===== config.mk =====
export PLATFORM = sky130hd
export DESIGN_NAME = vsp_ctrl
export DESIGN_NICKNAME = d
export VERILOG_FILES = /design/src/vsp_pkg.sv /design/src/vsp_sync.sv /design/src/vsp_ctrl.sv
export VERILOG_INCLUDE_DIRS = /design/src
export SDC_FILE = /design/constraint.sdc
export NUM_CORES = 1
export LEC_CHECK = 0
export BUFFER_PORTS_ARGS = -buffer_cell sky130_fd_sc_hd__buf_2
export CORE_ASPECT_RATIO = 0.6
export CORE_UTILIZATION = 45
export DETAILED_ROUTE_END_ITERATION = 8
export PLACE_DENSITY_LB_ADDON = 0.25
export SLEW_MARGIN = 10
export SYNTH_ARGS = -nofsm -noshare
export SYNTH_HDL_FRONTEND = slang
export SYNTH_HIERARCHICAL = 1
export SYNTH_SLANG_ARGS = --single-unit

===== constraint.sdc =====
create_clock -name aclk -period 7.1 [get_ports aclk]
set_input_delay 0.71 -clock aclk [delete_from_list [all_inputs] [get_ports aclk]]
set_output_delay 0.71 -clock aclk [all_outputs]
set_load 0.05 [all_outputs]

===== src/vsp_consts.svh =====
`ifndef VSP_CONSTS_SVH
`define VSP_CONSTS_SVH

// ==========================================================
// Register offsets
`define VSP_OFS_CTRL        8'h00
`define VSP_OFS_ADDR        8'h04
`define VSP_OFS_CFG         8'h08
`define VSP_OFS_STATUS      8'h0c

// ==========================================================
// Field positions
`define VSP_CTRL_GO         0
`define VSP_CTRL_CMD_LSB    1
`define VSP_CTRL_AUTO_SP    4
`define VSP_ADDR_ROW_LSB    0
`define VSP_ADDR_COL_LSB    16
`define VSP_CFG_PLEN_LSB    0
`define VSP_CFG_SCNT_LSB    8
`define VSP_ST_BUSY         0
`define VSP_ST_INIT_DONE    1
`define VSP_ST_FULL_DONE    2
`define VSP_ST_STOP_MODE    3
`define VSP_ST_HALF_FLAG    4
`define VSP_ST_REFUSED      5

// ==========================================================
// Reset values
`define VSP_RST_ADDR        32'h0000_0000
`define VSP_RST_CFG         32'h0000_0303

// ==========================================================
// Timing
`define VSP_CLK_NS          4
`define VSP_PAUSE_US        200
`define VSP_T_RP_NS         60
`define VSP_T_RAS_NS        80
`define VSP_T_RCD_NS        20
`define VSP_T_SS_HALF_NS    15
`define VSP_INIT_RAS_CYCLES 8
`define VSP_INIT_SS_CYCLES  2
`define VSP_CEIL_CYC(ns)    (((ns) + `VSP_CLK_NS - 1) / `VSP_CLK_NS)
`define VSP_PAUSE_CYC       ((`VSP_PAUSE_US * 1000) / `VSP_CLK_NS)
`define VSP_T_RP_CYC        `VSP_CEIL_CYC(`VSP_T_RP_NS)
`define VSP_T_RAS_CYC       `VSP_CEIL_CYC(`VSP_T_RAS_NS)
`define VSP_T_RCD_CYC       `VSP_CEIL_CYC(`VSP_T_RCD_NS)
`define VSP_T_SS_HALF_CYC   `VSP_CEIL_CYC(`VSP_T_SS_HALF_NS)

`endif


===== src/vsp_pkg.sv =====
package vsp_pkg;

  typedef enum logic [2:0] {
    VSP_CMD_INIT, VSP_CMD_FULL, VSP_CMD_SPLIT, VSP_CMD_SPST, VSP_CMD_ORS, VSP_CMD_SERIAL
  } vsp_cmd_t;

  typedef enum logic [2:0] {
    VSP_K_REF, VSP_K_FULL, VSP_K_SPLIT, VSP_K_SPST, VSP_K_ORS
  } vsp_kind_t;

  typedef enum {
    VSP_ST_IDLE, VSP_ST_PAUSE, VSP_ST_PRE, VSP_ST_RAS, VSP_ST_SCH, VSP_ST_SCL
  } vsp_state_t;

  typedef enum {
    VSP_SEQ_SINGLE, VSP_SEQ_INIT_REF, VSP_SEQ_INIT_XFER, VSP_SEQ_INIT_SS
  } vsp_seq_t;

endpackage


===== src/vsp_sync.sv =====
`timescale 1ns/1ns
module vsp_sync #(
  parameter int WIDTH = 1
) (
  input  wire logic             aclk,
  input  wire logic             aresetn,
  input  wire logic             ce,
  input  wire logic [WIDTH-1:0] d,
  output logic      [WIDTH-1:0] q
);
  // ==========================================================
  // Two-flop synchroniser per bit
  genvar i;
  generate
    for (i = 0; i < WIDTH; i++) begin : g_bit
      logic meta_reg;
      logic meta_next;
      logic sync_reg;
      logic sync_next;
      always_comb begin
        meta_next = meta_reg;
        sync_next = sync_reg;
        if (ce) begin
          meta_next = d[i];
          sync_next = meta_reg;
        end
      end
      always_ff @(posedge aclk) begin
        if (!aresetn) begin
          meta_reg <= 1'b0;
          sync_reg <= 1'b0;
        end else begin
          meta_reg <= meta_next;
          sync_reg <= sync_next;
        end
      end
      assign q[i] = sync_reg;
    end
  endgenerate
endmodule


===== src/vsp_ctrl.sv =====
// How it works
// - Serial clocking never overlaps a transfer cycle.
// - Stop-point set: CAS low, WE low, special function high at RAS fall.
// - Option-reset refresh cycle ends stop-point mode.
// - Issue stop-point set right after power-up initialization.
// - Wait 200 us, then eight RAS cycles before using the array.
// - Serial port init: one full transfer then two serial clocks.
// - Full transfer must precede the first split transfer.
//
// Added by the designer: the AXI4-Lite register port and the register offsets.
`timescale 1ns/1ns
`include "vsp_consts.svh"
module vsp_ctrl #(
  parameter int PAUSE_CYCLES = `VSP_PAUSE_CYC
) (
  input  wire logic        aclk,
  input  wire logic        aresetn,
  input  wire logic        ce,
  input  wire logic [7:0]  s_axi_awaddr,
  input  wire logic        s_axi_awvalid,
  output logic             s_axi_awready,
  input  wire logic [31:0] s_axi_wdata,
  input  wire logic [3:0]  s_axi_wstrb,
  input  wire logic        s_axi_wvalid,
  output logic             s_axi_wready,
  output logic [1:0]       s_axi_bresp,
  output logic             s_axi_bvalid,
  input  wire logic        s_axi_bready,
  input  wire logic [7:0]  s_axi_araddr,
  input  wire logic        s_axi_arvalid,
  output logic             s_axi_arready,
  output logic [31:0]      s_axi_rdata,
  output logic [1:0]       s_axi_rresp,
  output logic             s_axi_rvalid,
  input  wire logic        s_axi_rready,
  output logic             ras_n,
  output logic             cas_n,
  output logic             write_enable_n,
  output logic             transfer_gate_n,
  output logic             special_function_select,
  output logic [8:0]       addr,
  output logic             serial_shift_strobe,
  input  wire logic        half_select_flag
);
  import vsp_pkg::*;

  localparam int CNT_W = 17;

  // ==========================================================
  // Register file and AXI4-Lite slave
  logic        awready_reg, awready_next, wready_reg, wready_next;
  logic        bvalid_reg, bvalid_next, arready_reg, arready_next, rvalid_reg, rvalid_next;
  logic [1:0]  bresp_reg, bresp_next, rresp_reg, rresp_next;
  logic [31:0] rdata_reg, rdata_next;
  logic [7:0]  awaddr_reg, awaddr_next;
  logic [31:0] wdata_reg, wdata_next;
  logic [3:0]  wstrb_reg, wstrb_next;
  logic [31:0] addr_cfg_reg, addr_cfg_next, cfg_reg, cfg_next;
  logic        auto_sp_reg, auto_sp_next;
  logic        go;
  vsp_cmd_t    go_cmd;
  logic        refuse_clr;
  logic        flag_sync;
  logic [31:0] status;
  logic        busy;

  vsp_sync #(.WIDTH(1)) u_flag_sync (
    .aclk    (aclk),
    .aresetn (aresetn),
    .ce      (ce),
    .d       (half_select_flag),
    .q       (flag_sync)
  );

  function automatic logic [31:0] merge(input logic [31:0] old, input logic [31:0] nw,
                                        input logic [3:0] be);
    logic [31:0] r;
    r = old;
    for (int b = 0; b < 4; b++) begin
      if (be[b]) r[b*8 +: 8] = nw[b*8 +: 8];
    end
    return r;
  endfunction

  always_comb begin
    awready_next  = awready_reg;
    wready_next   = wready_reg;
    bvalid_next   = bvalid_reg;
    bresp_next    = bresp_reg;
    arready_next  = arready_reg;
    rvalid_next   = rvalid_reg;
    rresp_next    = rresp_reg;
    rdata_next    = rdata_reg;
    awaddr_next   = awaddr_reg;
    wdata_next    = wdata_reg;
    wstrb_next    = wstrb_reg;
    addr_cfg_next = addr_cfg_reg;
    cfg_next      = cfg_reg;
    auto_sp_next  = auto_sp_reg;
    go            = 1'b0;
    go_cmd        = vsp_cmd_t'(s_axi_wdata[`VSP_CTRL_CMD_LSB +: 3]);
    refuse_clr    = 1'b0;
    if (awready_reg && s_axi_awvalid) begin
      awready_next = 1'b0;
      awaddr_next  = s_axi_awaddr;
    end
    if (wready_reg && s_axi_wvalid) begin
      wready_next = 1'b0;
      wdata_next  = s_axi_wdata;
      wstrb_next  = s_axi_wstrb;
    end
    // Both halves held: perform the write once
    if (!awready_reg && !wready_reg && !bvalid_reg) begin
      bvalid_next = 1'b1;
      bresp_next  = 2'b00;
      go_cmd      = vsp_cmd_t'(wdata_reg[`VSP_CTRL_CMD_LSB +: 3]);
      case (awaddr_reg)
        `VSP_OFS_CTRL: begin
          if (wstrb_reg[0]) begin
            auto_sp_next = wdata_reg[`VSP_CTRL_AUTO_SP];
            go           = wdata_reg[`VSP_CTRL_GO];
          end
        end
        `VSP_OFS_ADDR: addr_cfg_next = merge(addr_cfg_reg, wdata_reg, wstrb_reg);
        `VSP_OFS_CFG: cfg_next = merge(cfg_reg, wdata_reg, wstrb_reg);
        `VSP_OFS_STATUS: refuse_clr = wstrb_reg[0] && wdata_reg[`VSP_ST_REFUSED];
        default: bresp_next = 2'b10;
      endcase
    end
    if (bvalid_reg && s_axi_bready) begin
      bvalid_next  = 1'b0;
      awready_next = 1'b1;
      wready_next  = 1'b1;
    end
    if (arready_reg && s_axi_arvalid) begin
      arready_next = 1'b0;
      rvalid_next  = 1'b1;
      rresp_next   = 2'b00;
      case (s_axi_araddr)
        `VSP_OFS_CTRL: rdata_next = {27'h0, auto_sp_reg, 4'h0};
        `VSP_OFS_ADDR: rdata_next = addr_cfg_reg;
        `VSP_OFS_CFG: rdata_next = cfg_reg;
        `VSP_OFS_STATUS: rdata_next = status;
        default: begin
          rdata_next = 32'h0000_0000;
          rresp_next = 2'b10;
        end
      endcase
    end
    if (rvalid_reg && s_axi_rready) begin
      rvalid_next  = 1'b0;
      arready_next = 1'b1;
    end
  end

  always_ff @(posedge aclk) begin
    if (!aresetn) begin
      awready_reg  <= 1'b1;
      wready_reg   <= 1'b1;
      bvalid_reg   <= 1'b0;
      bresp_reg    <= 2'b00;
      arready_reg  <= 1'b1;
      rvalid_reg   <= 1'b0;
      rresp_reg    <= 2'b00;
      rdata_reg    <= 32'h0000_0000;
      awaddr_reg   <= 8'h00;
      wdata_reg    <= 32'h0000_0000;
      wstrb_reg    <= 4'h0;
      addr_cfg_reg <= `VSP_RST_ADDR;
      cfg_reg      <= `VSP_RST_CFG;
      auto_sp_reg  <= 1'b0;
    end else if (ce) begin
      awready_reg  <= awready_next;
      wready_reg   <= wready_next;
      bvalid_reg   <= bvalid_next;
      bresp_reg    <= bresp_next;
      arready_reg  <= arready_next;
      rvalid_reg   <= rvalid_next;
      rresp_reg    <= rresp_next;
      rdata_reg    <= rdata_next;
      awaddr_reg   <= awaddr_next;
      wdata_reg    <= wdata_next;
      wstrb_reg    <= wstrb_next;
      addr_cfg_reg <= addr_cfg_next;
      cfg_reg      <= cfg_next;
      auto_sp_reg  <= auto_sp_next;
    end
  end

  assign s_axi_awready = awready_reg;
  assign s_axi_wready  = wready_reg;
  assign s_axi_bvalid  = bvalid_reg;
  assign s_axi_bresp   = bresp_reg;
  assign s_axi_arready = arready_reg;
  assign s_axi_rvalid  = rvalid_reg;
  assign s_axi_rresp   = rresp_reg;
  assign s_axi_rdata   = rdata_reg;

  // ==========================================================
  // Pin sequencer
  vsp_state_t state_reg, state_next;
  vsp_kind_t  kind_reg, kind_next;
  vsp_seq_t   seq_reg, seq_next;
  logic [CNT_W-1:0] cnt_reg, cnt_next;
  logic [3:0] ref_cnt_reg, ref_cnt_next;
  logic [8:0] ss_left_reg, ss_left_next;
  logic       ras_reg, ras_next, cas_reg, cas_next, we_reg, we_next, tgn_reg, tgn_next;
  logic       sfs_reg, sfs_next, ss_reg, ss_next;
  logic [8:0] addr_reg, addr_next;
  logic       init_done_reg, init_done_next, full_done_reg, full_done_next;
  logic       stop_mode_reg, stop_mode_next, refused_reg, refused_next;
  logic       refuse_set;
  logic [8:0] col, col_pins;

  assign busy = (state_reg != VSP_ST_IDLE);
  assign col  = addr_cfg_reg[`VSP_ADDR_COL_LSB +: 9];
  assign status = {26'h0, refused_reg, flag_sync, stop_mode_reg,
                   full_done_reg, init_done_reg, busy};

  // Partition length code onto A7..A4
  function automatic logic [3:0] plen_code(input logic [1:0] sel);
    case (sel)
      2'd0:    plen_code = 4'b0000;
      2'd1:    plen_code = 4'b0001;
      2'd2:    plen_code = 4'b0011;
      default: plen_code = 4'b0111;
    endcase
  endfunction

  // Logical bit 8 rides on pin 7 and vice versa while stop points are on;
  // a split leaves the half choice to the device.
  always_comb begin
    col_pins = col;
    if (kind_reg == VSP_K_SPLIT) col_pins[7] = 1'b0;
    if (stop_mode_reg) col_pins = {col_pins[7], col[8], col_pins[6:0]};
    if (stop_mode_reg && kind_reg == VSP_K_SPLIT) col_pins[8] = 1'b0;
  end

  always_comb begin
    state_next     = state_reg;
    kind_next      = kind_reg;
    seq_next       = seq_reg;
    cnt_next       = cnt_reg + 1'b1;
    ref_cnt_next   = ref_cnt_reg;
    ss_left_next   = ss_left_reg;
    ras_next       = ras_reg;
    cas_next       = cas_reg;
    we_next        = we_reg;
    tgn_next       = tgn_reg;
    sfs_next       = sfs_reg;
    ss_next        = ss_reg;
    addr_next      = addr_reg;
    init_done_next = init_done_reg;
    full_done_next = full_done_reg;
    stop_mode_next = stop_mode_reg;
    refuse_set     = 1'b0;
    case (state_reg)
      VSP_ST_IDLE: begin
        cnt_next = '0;
        seq_next = VSP_SEQ_SINGLE;
        if (go) begin
          state_next = VSP_ST_PRE;
          case (go_cmd)
            VSP_CMD_INIT: begin
              state_next   = VSP_ST_PAUSE;
              seq_next     = VSP_SEQ_INIT_REF;
              kind_next    = VSP_K_REF;
              ref_cnt_next = 4'h0;
            end
            VSP_CMD_FULL: kind_next = VSP_K_FULL;
            VSP_CMD_SPLIT: begin
              kind_next = VSP_K_SPLIT;
              if (!full_done_reg) begin
                state_next = VSP_ST_IDLE;
                refuse_set = 1'b1;
              end
            end
            VSP_CMD_SPST: kind_next = VSP_K_SPST;
            VSP_CMD_ORS: kind_next = VSP_K_ORS;
            VSP_CMD_SERIAL: begin
              // Only reachable from idle, so never inside a transfer
              state_next   = VSP_ST_SCH;
              ss_left_next = {1'b0, cfg_reg[`VSP_CFG_SCNT_LSB +: 8]} + 9'd1;
              ss_next      = 1'b1;
            end
            default: begin
              state_next = VSP_ST_IDLE;
              refuse_set = 1'b1;
            end
          endcase
        end
      end
      VSP_ST_PAUSE: begin
        if (cnt_reg == CNT_W'(PAUSE_CYCLES - 1)) begin
          state_next = VSP_ST_PRE;
          cnt_next   = '0;
        end
      end
      VSP_ST_PRE: begin
        if (cnt_reg == CNT_W'(`VSP_T_RP_CYC - 2)) begin
          addr_next = (kind_reg == VSP_K_REF) ? {5'h00, ref_cnt_reg}
                                              : addr_cfg_reg[`VSP_ADDR_ROW_LSB +: 9];
          case (kind_reg)
            VSP_K_FULL: tgn_next = 1'b0;
            VSP_K_SPLIT: begin
              tgn_next = 1'b0;
              sfs_next = 1'b1;
            end
            VSP_K_SPST: begin
              cas_next  = 1'b0;
              we_next   = 1'b0;
              sfs_next  = 1'b1;
              addr_next = {1'b0, plen_code(cfg_reg[`VSP_CFG_PLEN_LSB +: 2]), 4'h0};
            end
            VSP_K_ORS: cas_next = 1'b0;
            default: ;
          endcase
        end
        if (cnt_reg == CNT_W'(`VSP_T_RP_CYC - 1)) begin
          ras_next   = 1'b0;
          state_next = VSP_ST_RAS;
          cnt_next   = '0;
        end
      end
      VSP_ST_RAS: begin
        // Column settles a clock before its strobe falls
        if ((kind_reg == VSP_K_FULL || kind_reg == VSP_K_SPLIT) &&
            cnt_reg == CNT_W'(`VSP_T_RCD_CYC - 2)) begin
          addr_next = col_pins;
        end
        if ((kind_reg == VSP_K_FULL || kind_reg == VSP_K_SPLIT) &&
            cnt_reg == CNT_W'(`VSP_T_RCD_CYC - 1)) begin
          cas_next  = 1'b0;
        end
        if (cnt_reg == CNT_W'(`VSP_T_RAS_CYC - 1)) begin
          ras_next   = 1'b1;
          cas_next   = 1'b1;
          we_next    = 1'b1;
          tgn_next   = 1'b1;
          sfs_next   = 1'b0;
          addr_next  = 9'h000;
          cnt_next   = '0;
          state_next = VSP_ST_IDLE;
          case (kind_reg)
            VSP_K_FULL: full_done_next = 1'b1;
            VSP_K_SPST: stop_mode_next = 1'b1;
            VSP_K_ORS: stop_mode_next = 1'b0;
            default: ;
          endcase
          if (seq_reg == VSP_SEQ_INIT_REF) begin
            state_next   = VSP_ST_PRE;
            ref_cnt_next = ref_cnt_reg + 4'h1;
            if (ref_cnt_reg == 4'(`VSP_INIT_RAS_CYCLES - 1)) begin
              kind_next = VSP_K_FULL;
              seq_next  = VSP_SEQ_INIT_XFER;
            end
          end else if (seq_reg == VSP_SEQ_INIT_XFER) begin
            state_next   = VSP_ST_SCH;
            seq_next     = VSP_SEQ_INIT_SS;
            ss_left_next = 9'(`VSP_INIT_SS_CYCLES);
            ss_next      = 1'b1;
          end
        end
      end
      VSP_ST_SCH: begin
        if (cnt_reg == CNT_W'(`VSP_T_SS_HALF_CYC - 1)) begin
          ss_next    = 1'b0;
          state_next = VSP_ST_SCL;
          cnt_next   = '0;
        end
      end
      VSP_ST_SCL: begin
        if (cnt_reg == CNT_W'(`VSP_T_SS_HALF_CYC - 1)) begin
          cnt_next     = '0;
          ss_left_next = ss_left_reg - 9'd1;
          if (ss_left_reg == 9'd1) begin
            state_next = VSP_ST_IDLE;
            if (seq_reg == VSP_SEQ_INIT_SS) begin
              init_done_next = 1'b1;
              seq_next       = VSP_SEQ_SINGLE;
              if (auto_sp_reg) begin
                kind_next  = VSP_K_SPST;
                state_next = VSP_ST_PRE;
              end
            end
          end else begin
            ss_next    = 1'b1;
            state_next = VSP_ST_SCH;
          end
        end
      end
      default: state_next = VSP_ST_IDLE;
    endcase
    // A refusal in the clearing cycle still lands
    refused_next = refuse_set | (refused_reg & ~refuse_clr);
    if (go && busy) refused_next = 1'b1;
  end

  always_ff @(posedge aclk) begin
    if (!aresetn) begin
      state_reg     <= VSP_ST_IDLE;
      kind_reg      <= VSP_K_REF;
      seq_reg       <= VSP_SEQ_SINGLE;
      cnt_reg       <= '0;
      ref_cnt_reg   <= 4'h0;
      ss_left_reg   <= 9'h000;
      ras_reg       <= 1'b1;
      cas_reg       <= 1'b1;
      we_reg        <= 1'b1;
      tgn_reg       <= 1'b1;
      sfs_reg       <= 1'b0;
      ss_reg        <= 1'b0;
      addr_reg      <= 9'h000;
      init_done_reg <= 1'b0;
      full_done_reg <= 1'b0;
      stop_mode_reg <= 1'b0;
      refused_reg   <= 1'b0;
    end else if (ce) begin
      state_reg     <= state_next;
      kind_reg      <= kind_next;
      seq_reg       <= seq_next;
      cnt_reg       <= cnt_next;
      ref_cnt_reg   <= ref_cnt_next;
      ss_left_reg   <= ss_left_next;
      ras_reg       <= ras_next;
      cas_reg       <= cas_next;
      we_reg        <= we_next;
      tgn_reg       <= tgn_next;
      sfs_reg       <= sfs_next;
      ss_reg        <= ss_next;
      addr_reg      <= addr_next;
      init_done_reg <= init_done_next;
      full_done_reg <= full_done_next;
      stop_mode_reg <= stop_mode_next;
      refused_reg   <= refused_next;
    end
  end

  assign ras_n                   = ras_reg;
  assign cas_n                   = cas_reg;
  assign write_enable_n          = we_reg;
  assign transfer_gate_n         = tgn_reg;
  assign special_function_select = sfs_reg;
  assign addr                    = addr_reg;
  assign serial_shift_strobe     = ss_reg;
endmodule


* After elaboration in Yosys (flattened, before gate mapping)
Cells that the tools add are included.
** Storage, ports and cells
- Bits in registers :: 268
- Input bits :: 61
- Output and inout bits :: 56
- Logic and storage cells :: 290
** Cells by class
- Add/subtract/negate cells :: 4
- Equal/unequal tests :: 59
- Muxes and demuxes :: 113
- Bitwise operators :: 3
- Reductions and logical operators :: 72
** Operators with widths (number)
- $mux 32 :: 14
- $pmux 32 s6 :: 1
- $eq 32x3->1 const B :: 4
- $pmux 32 s4 :: 1
- $mux 9 :: 12
- $eq 32x2->1 const B :: 3
- $pmux 32 s3 :: 1
- $pmux 17 s5 :: 1
- $mux 17 :: 4
- $reduce_and 4->1 :: 13
- $mux 1 :: 44
- $ne 2x2->1 const B :: 19
- $eq 17x4->1 const B :: 2
- $mux 3 :: 11
- $eq 32x1->1 const B :: 1
- $eq 8x4->1 const B :: 4
- $logic_not 32->1 :: 1
- $reduce_bool 32->1 :: 1
- $pmux 9 s3 :: 1
- $reduce_and 5->1 :: 5
- $pmux 3 s3 :: 2
- $pmux 9 s2 :: 1
- $add 17x1->17 const B :: 1
- $eq 17x16->1 const B :: 1
- 46 further kinds :: 103

* Depth between registers and ports, before layout
- Depth in word-level cells :: 11
- Mapped depth :: 9
- Gate-level depth less buffers :: 8

* Modules after synthesis
The synthesis kept the hierarchy.
** Modules (own cells, without submodules)
- vsp_ctrl :: times used 1, cells each 1188, area an instance 9334.0 sq um, seq. area each 4103.9 sq um
- vsp_sync :: times used 1, cells each 6, area an instance 72.6 sq um, seq. area each 40.0 sq um

* Worst setup path after synthesis
OpenSTA, ideal clock, no wires.
- Path type :: register to register
- Start point :: register bvalid_reg (netlist: s_axi_bvalid)
- End point :: register ss_left_reg[1]
- Library setup time :: 0.067 ns
- Arrival time :: 2.808 ns
- Data required time :: 7.033 ns
- Setup slack :: 4.224 ns
- Stages on the path, launching flop included :: 9
- Buffers on the path :: 2
- Clock period less this slack :: 2.876 ns
- Cells stage by stage :: dfxtp_1 > or3_1 > buf_6 > or4_4 > a211o_1 > or3_1 > buf_2 > a311o_1 > a21oi_2
** On the way
- Cells in the longest elaborated chain, start to end :: 6
- Elaborated cells between the ends (all ways) :: 8
- Classes of those cells :: eq/ne: 3; mux: 2; reduce/logical: 3
** RTL lines
- start: declaration :: RTL line vsp_ctrl.sv:52 : logic bvalid_reg, bvalid_next, arready_reg, arready_next, rvalid_reg, rvalid_next;
- start signal: assignment :: RTL line vsp_ctrl.sv:175 : bvalid_reg <= bvalid_next;
- $logic_not 1->1 * :: RTL line vsp_ctrl.sv:113 : if (!awready_reg && !wready_reg && !bvalid_reg) begin
- $logic_and 1x1->1 * :: RTL line vsp_ctrl.sv:113
- $mux 3 :: RTL line vsp_ctrl.sv:113
- $eq 3x3->1 :: RTL line vsp_ctrl.sv:263 : case (go_cmd)
- $ne 2x1->1 (no line)
- $reduce_and 8->1 (no line) *
- end signal: assignment :: RTL line vsp_ctrl.sv:424 : ss_left_reg <= ss_left_next;
- end: declaration :: RTL line vsp_ctrl.sv:206 : logic [8:0] ss_left_reg, ss_left_next;
Every way passes the cells marked *; elsewhere a longest branch is shown, timed or not.
A chain may end at the register's enable or synchronous reset.

* Worst setup path after layout
- Start point :: register cnt_reg[1]
- End point :: register cnt_reg[10]
** On the way
- Cells in the longest elaborated chain, start to end :: 3
- Elaborated cells between the ends (all ways) :: 10
- Classes of those cells :: add/sub: 1; eq/ne: 4; mux: 5
** RTL lines
- start: declaration :: RTL line vsp_ctrl.sv:204 : logic [CNT_W-1:0] cnt_reg, cnt_next;
- start signal: assignment :: RTL line vsp_ctrl.sv:422 : cnt_reg <= cnt_next;
- $add 17x1->17 (tied with other cells) :: RTL line vsp_ctrl.sv:243 : cnt_next = cnt_reg + 1'b1;
- $mux 17 (on tied branches)
- $pmux 17 s5 * :: RTL line vsp_ctrl.sv:257 : case (state_reg)
Marks and branches as above.

==> results.md <==
* Run status: completed
* Final count of negative-setup-slack endpoints at 0
* Initial Utilization at 0.465
* Count of antenna diodes in the layout at 0
* Gate count after technology mapping at 1194
* Die Y-Extent at 114 um
* Clock Tree Root: sky130_fd_sc_hd__clkbuf_16
* Wire length of the first global-routing pass at 42300 um
* Register-to-register setup slack at 3750 ps
* P_leak at 3.99 nW
* Row cnt at 40
* Area added between synthesis and finish at 14.9%
* Num ports at 117
* Post-DRT Antenna Nets at 0
* Basic-gate share of the synthesized area counting and, or, nand and nor cells at 0.257
* Worst-path cell with the longest stage delay: sky130_fd_sc_hd__nor4b_1
* Number of search-and-repair iterations in the first detailed-routing pass at 5
* Worst VDD drop at 155 uV
* Total count of hold-check failures in the final report at 0
* Number of resized instances in the post-cts repair step at 0
* Count of buffers added by post-CTS timing repair for setup at 0
* Comb pwr share at 0.065
* Reg2reg path depth at 7
* Number of enable flip-flop cells after synthesis at 0
* Avg Cell Area, Syn at 7.88 um2
* Yosys warnings at 6
* Hold buffer count at cts at 0
* Measured slew at the worst slew-check pin at 1140 ps
* Post-route total power at 2.54 mW
* Data required, critical path at 7450 ps
* Vias after detailed routing at 8803
* Power per Cell Area at 235 mW/mm2
* Normalized max-slew margin at 0.241
* Clock latency reported for the late side of the worst-skew pair at 510 ps
* Multiplexer fraction of the synthesized cell area at 0.0297
* Share of power burned in registers at 0.476
* Setup repair after global routing missed its margin: false
* Bufs on Longest Clock Path at 3
* Largest area contributor in the netlist: sky130_fd_sc_hd__dfxtp_1
* Critical path launch point: cnt_reg[1]
* Maximum net fanout on the critical path at 18
* Placed instance area at 0.0101 mm2
* Share of the synthesized area in the top cell type at 0.441
* Cell area after synthesis at 0.00941 mm2
* Post-route cell area at 0.0108 mm2
* Total Neg Setup Slack at 0 ps
* Global placer's final weighted congestion at 0.886
* Synth Area in XOR/XNOR at 0.0177
* End of the worst register-to-register path: cnt_reg[10]
* Hold crit path type: primary input to flop
* Flop and latch count out of synthesis at 207
* Routed length per instance at 16.9 um
* Dominant combinational cell family by area after synthesis: simple AND/OR/NAND/NOR gates
* Port-buffer cells at 114
* Minimum period implied by the final worst setup slack at 3350 ps
* Die ar. at 0.0215 mm2
* Reg2reg start: cnt_reg[1]
* Switching share of total power at 0.239
* Dominant cells by area after synthesis: sky130_fd_sc_hd__dfxtp_1 44%, sky130_fd_sc_hd__nand2_1 9.6%, sky130_fd_sc_hd__a21oi_1 6.9%
* Internal Dissipation at 1.93 mW
* Post-detailed-route via-to-cell ratio at 5.68
* Part of the power in the clock network at 0.459
* H-tree depth at 1
* Routed WL at 26300 um
* Fin. max-slew vios at 0
* Seq/Total Area, Yosys at 0.441
* Number of buffers created by CTS at 21
* Clock Pin Slew Worst Setup and Hold Paths at 70 ps
* Leading cell type in the layout, fill and taps excluded: sky130_fd_sc_hd__nand2_1
* Worst path buffer plus inverter count at 0
* HPWL after detailed placement at 17900 um
* First DRT Iteration DRCs at 881
* Fraction of the mapped netlist area in adder cells at 0.0160
* Largest net degree at the start of global routing at 96
* Horizontal die dimension at 189 um
* Number of antenna violations at the first check in global routing at 0
* Worst Setup End Kind: flop
* Sink count of the clock tree at 207
* Clock tree skew after final layout at 22.0 ps
* Core area at 0.0202 mm2
* Commonest register cell after synthesis: sky130_fd_sc_hd__dfxtp_1
* Kind of start point of the critical path: flop
* Post-synthesis async set-or-reset flop share at 0
* Leading cell types in the layout, fill and taps excluded: 240 x sky130_fd_sc_hd__nand2_1, 207 x sky130_fd_sc_hd__dfxtp_1, 130 x sky130_fd_sc_hd__a21oi_1
* Proportion of layout cells with a drive suffix above 1 at 0.140
* Maximum cell stage delay along the critical path at 670 ps
* Number of global-route vias before repair at 7752
* Sequence of cells on the critical path: ha_1, nor4b_1, and4bb_2, nor2_2, or4_1, o21ai_2, nor2_1
* Area fraction in compound gates after synthesis at 0.197
* Detailed-route DRC error count at 0
* Maxcap violations at 0
* CP Class: flop to flop
* Critical Path Stages at 7
* Total routing usage reported by global routing at 0.242
* Number of distinct standard cells referenced by the synthesized netlist at 63
* Final cycle utilization of the critical path at 0.472
* Capturing element of the worst setup path: cnt_reg[10]
* Filler Cell Count at 1963
* CP top delay family: simple AND/OR/NAND/NOR gates
* Switch Pwr at 0.606 mW
* Critical path arrival at 3710 ps
* Total number of nets in the final design at 1335
* TritonCTS clock tree: built
* Remaining global-route overflow at 0
* Max Freq at 298 MHz
## layer usage
metal,track usage,vias up,share of wire
li1,-,4326,-
met1,0.392,4113,0.52
met2,0.326,337,0.39
met3,0.0434,27,0.077
met4,0.0441,0,0.015
met5,0,-,0
## metrics by stage
stage          hold WS [ps]  worst slack, ps  instances   util
3_3_place_gp            432             3780       1512  0.499
5_1_grt                 434             3350       1549  0.535
3_5_place_dp            439             3670       1512  0.499
4_1_cts                 424             3610       1549  0.534
2_1_floorplan           431             4220       1195      -
6_report                435             3750       1549  0.535
## cells in the mapped netlist, types with 9 or more instances
cell and n:
sky130_fd_sc_hd__nand2_1 240, sky130_fd_sc_hd__dfxtp_1 207, sky130_fd_sc_hd__a21oi_1 130, sky130_fd_sc_hd__nor2_1 86
sky130_fd_sc_hd__nand3_1 80, sky130_fd_sc_hd__clkbuf_1 68, sky130_fd_sc_hd__o21ai_0 60, sky130_fd_sc_hd__a22oi_1 45
sky130_fd_sc_hd__and2_1 32, sky130_fd_sc_hd__mux2i_1 20, sky130_fd_sc_hd__inv_1 19, sky130_fd_sc_hd__nor3_1 15
sky130_fd_sc_hd__a211oi_1 13, sky130_fd_sc_hd__ha_1 12, sky130_fd_sc_hd__xor2_1 11, sky130_fd_sc_hd__nand4_1 10
sky130_fd_sc_hd__a31oi_1 9
## worst min-delay path, delay by kind of cell
family | cells | cell delay [ps]
AND/OR/NAND/NOR | 1 | 70
buffers and inverters | 1 | 70
multiplexers | 1 | 50
## worst min-delay path by stage
stage | slack [ps] | cells after the start | start | to
after global routing | 430 | 3 | s_axi_awaddr[5] | awaddr_reg[5]
after floorplan | 430 | 2 | init_done_reg | init_done_reg
after CTS | 420 | 3 | s_axi_awaddr[5] | awaddr_reg[5]
final | 440 | 3 | s_axi_awaddr[7] | awaddr_reg[7]
after detailed placement | 440 | 1 | cas_n | cas_n
after global placement | 430 | 1 | transfer_gate_n | transfer_gate_n
## cell families (layout without fill, tap and decap cells)
group | after synthesis | in the layout
compound gates | 305 | 305
xor+xnor | 19 | 19
fa+ha+maj | 12 | 12
buf+inv | 98 | 179
flops | 207 | 207
mux | 27 | 27
other cells | 1 | 2
simple gates | 525 | 525
## power groups by stage
stage | clock [mW] | sequential [mW] | combinational [mW]
6_report | 1.16 | 1.21 | 0.165
5_1_grt | 1.23 | 1.21 | 0.181
4_1_cts | 1.18 | 1.21 | 0.164
3_5_place_dp | 0 | 1.23 | 0.163
3_3_place_gp | 0 | 1.23 | 0.161
2_1_floorplan | 0 | 1.23 | 0.111
## layout make-up
class / instances / area [um2] / area share
clock buffers: 27 / 588 / 0.0544
clock inverters: 10 / 135 / 0.0125
inverters: 20 / 77.6 / 0.00718
multi-input cells: 890 / 4890 / 0.453
flip-flops and latches: 207 / 4140 / 0.383
well taps: 273 / 342 / 0.0316
repair buffers: 122 / 631 / 0.0583
Power figures use the tool's default switching activity.
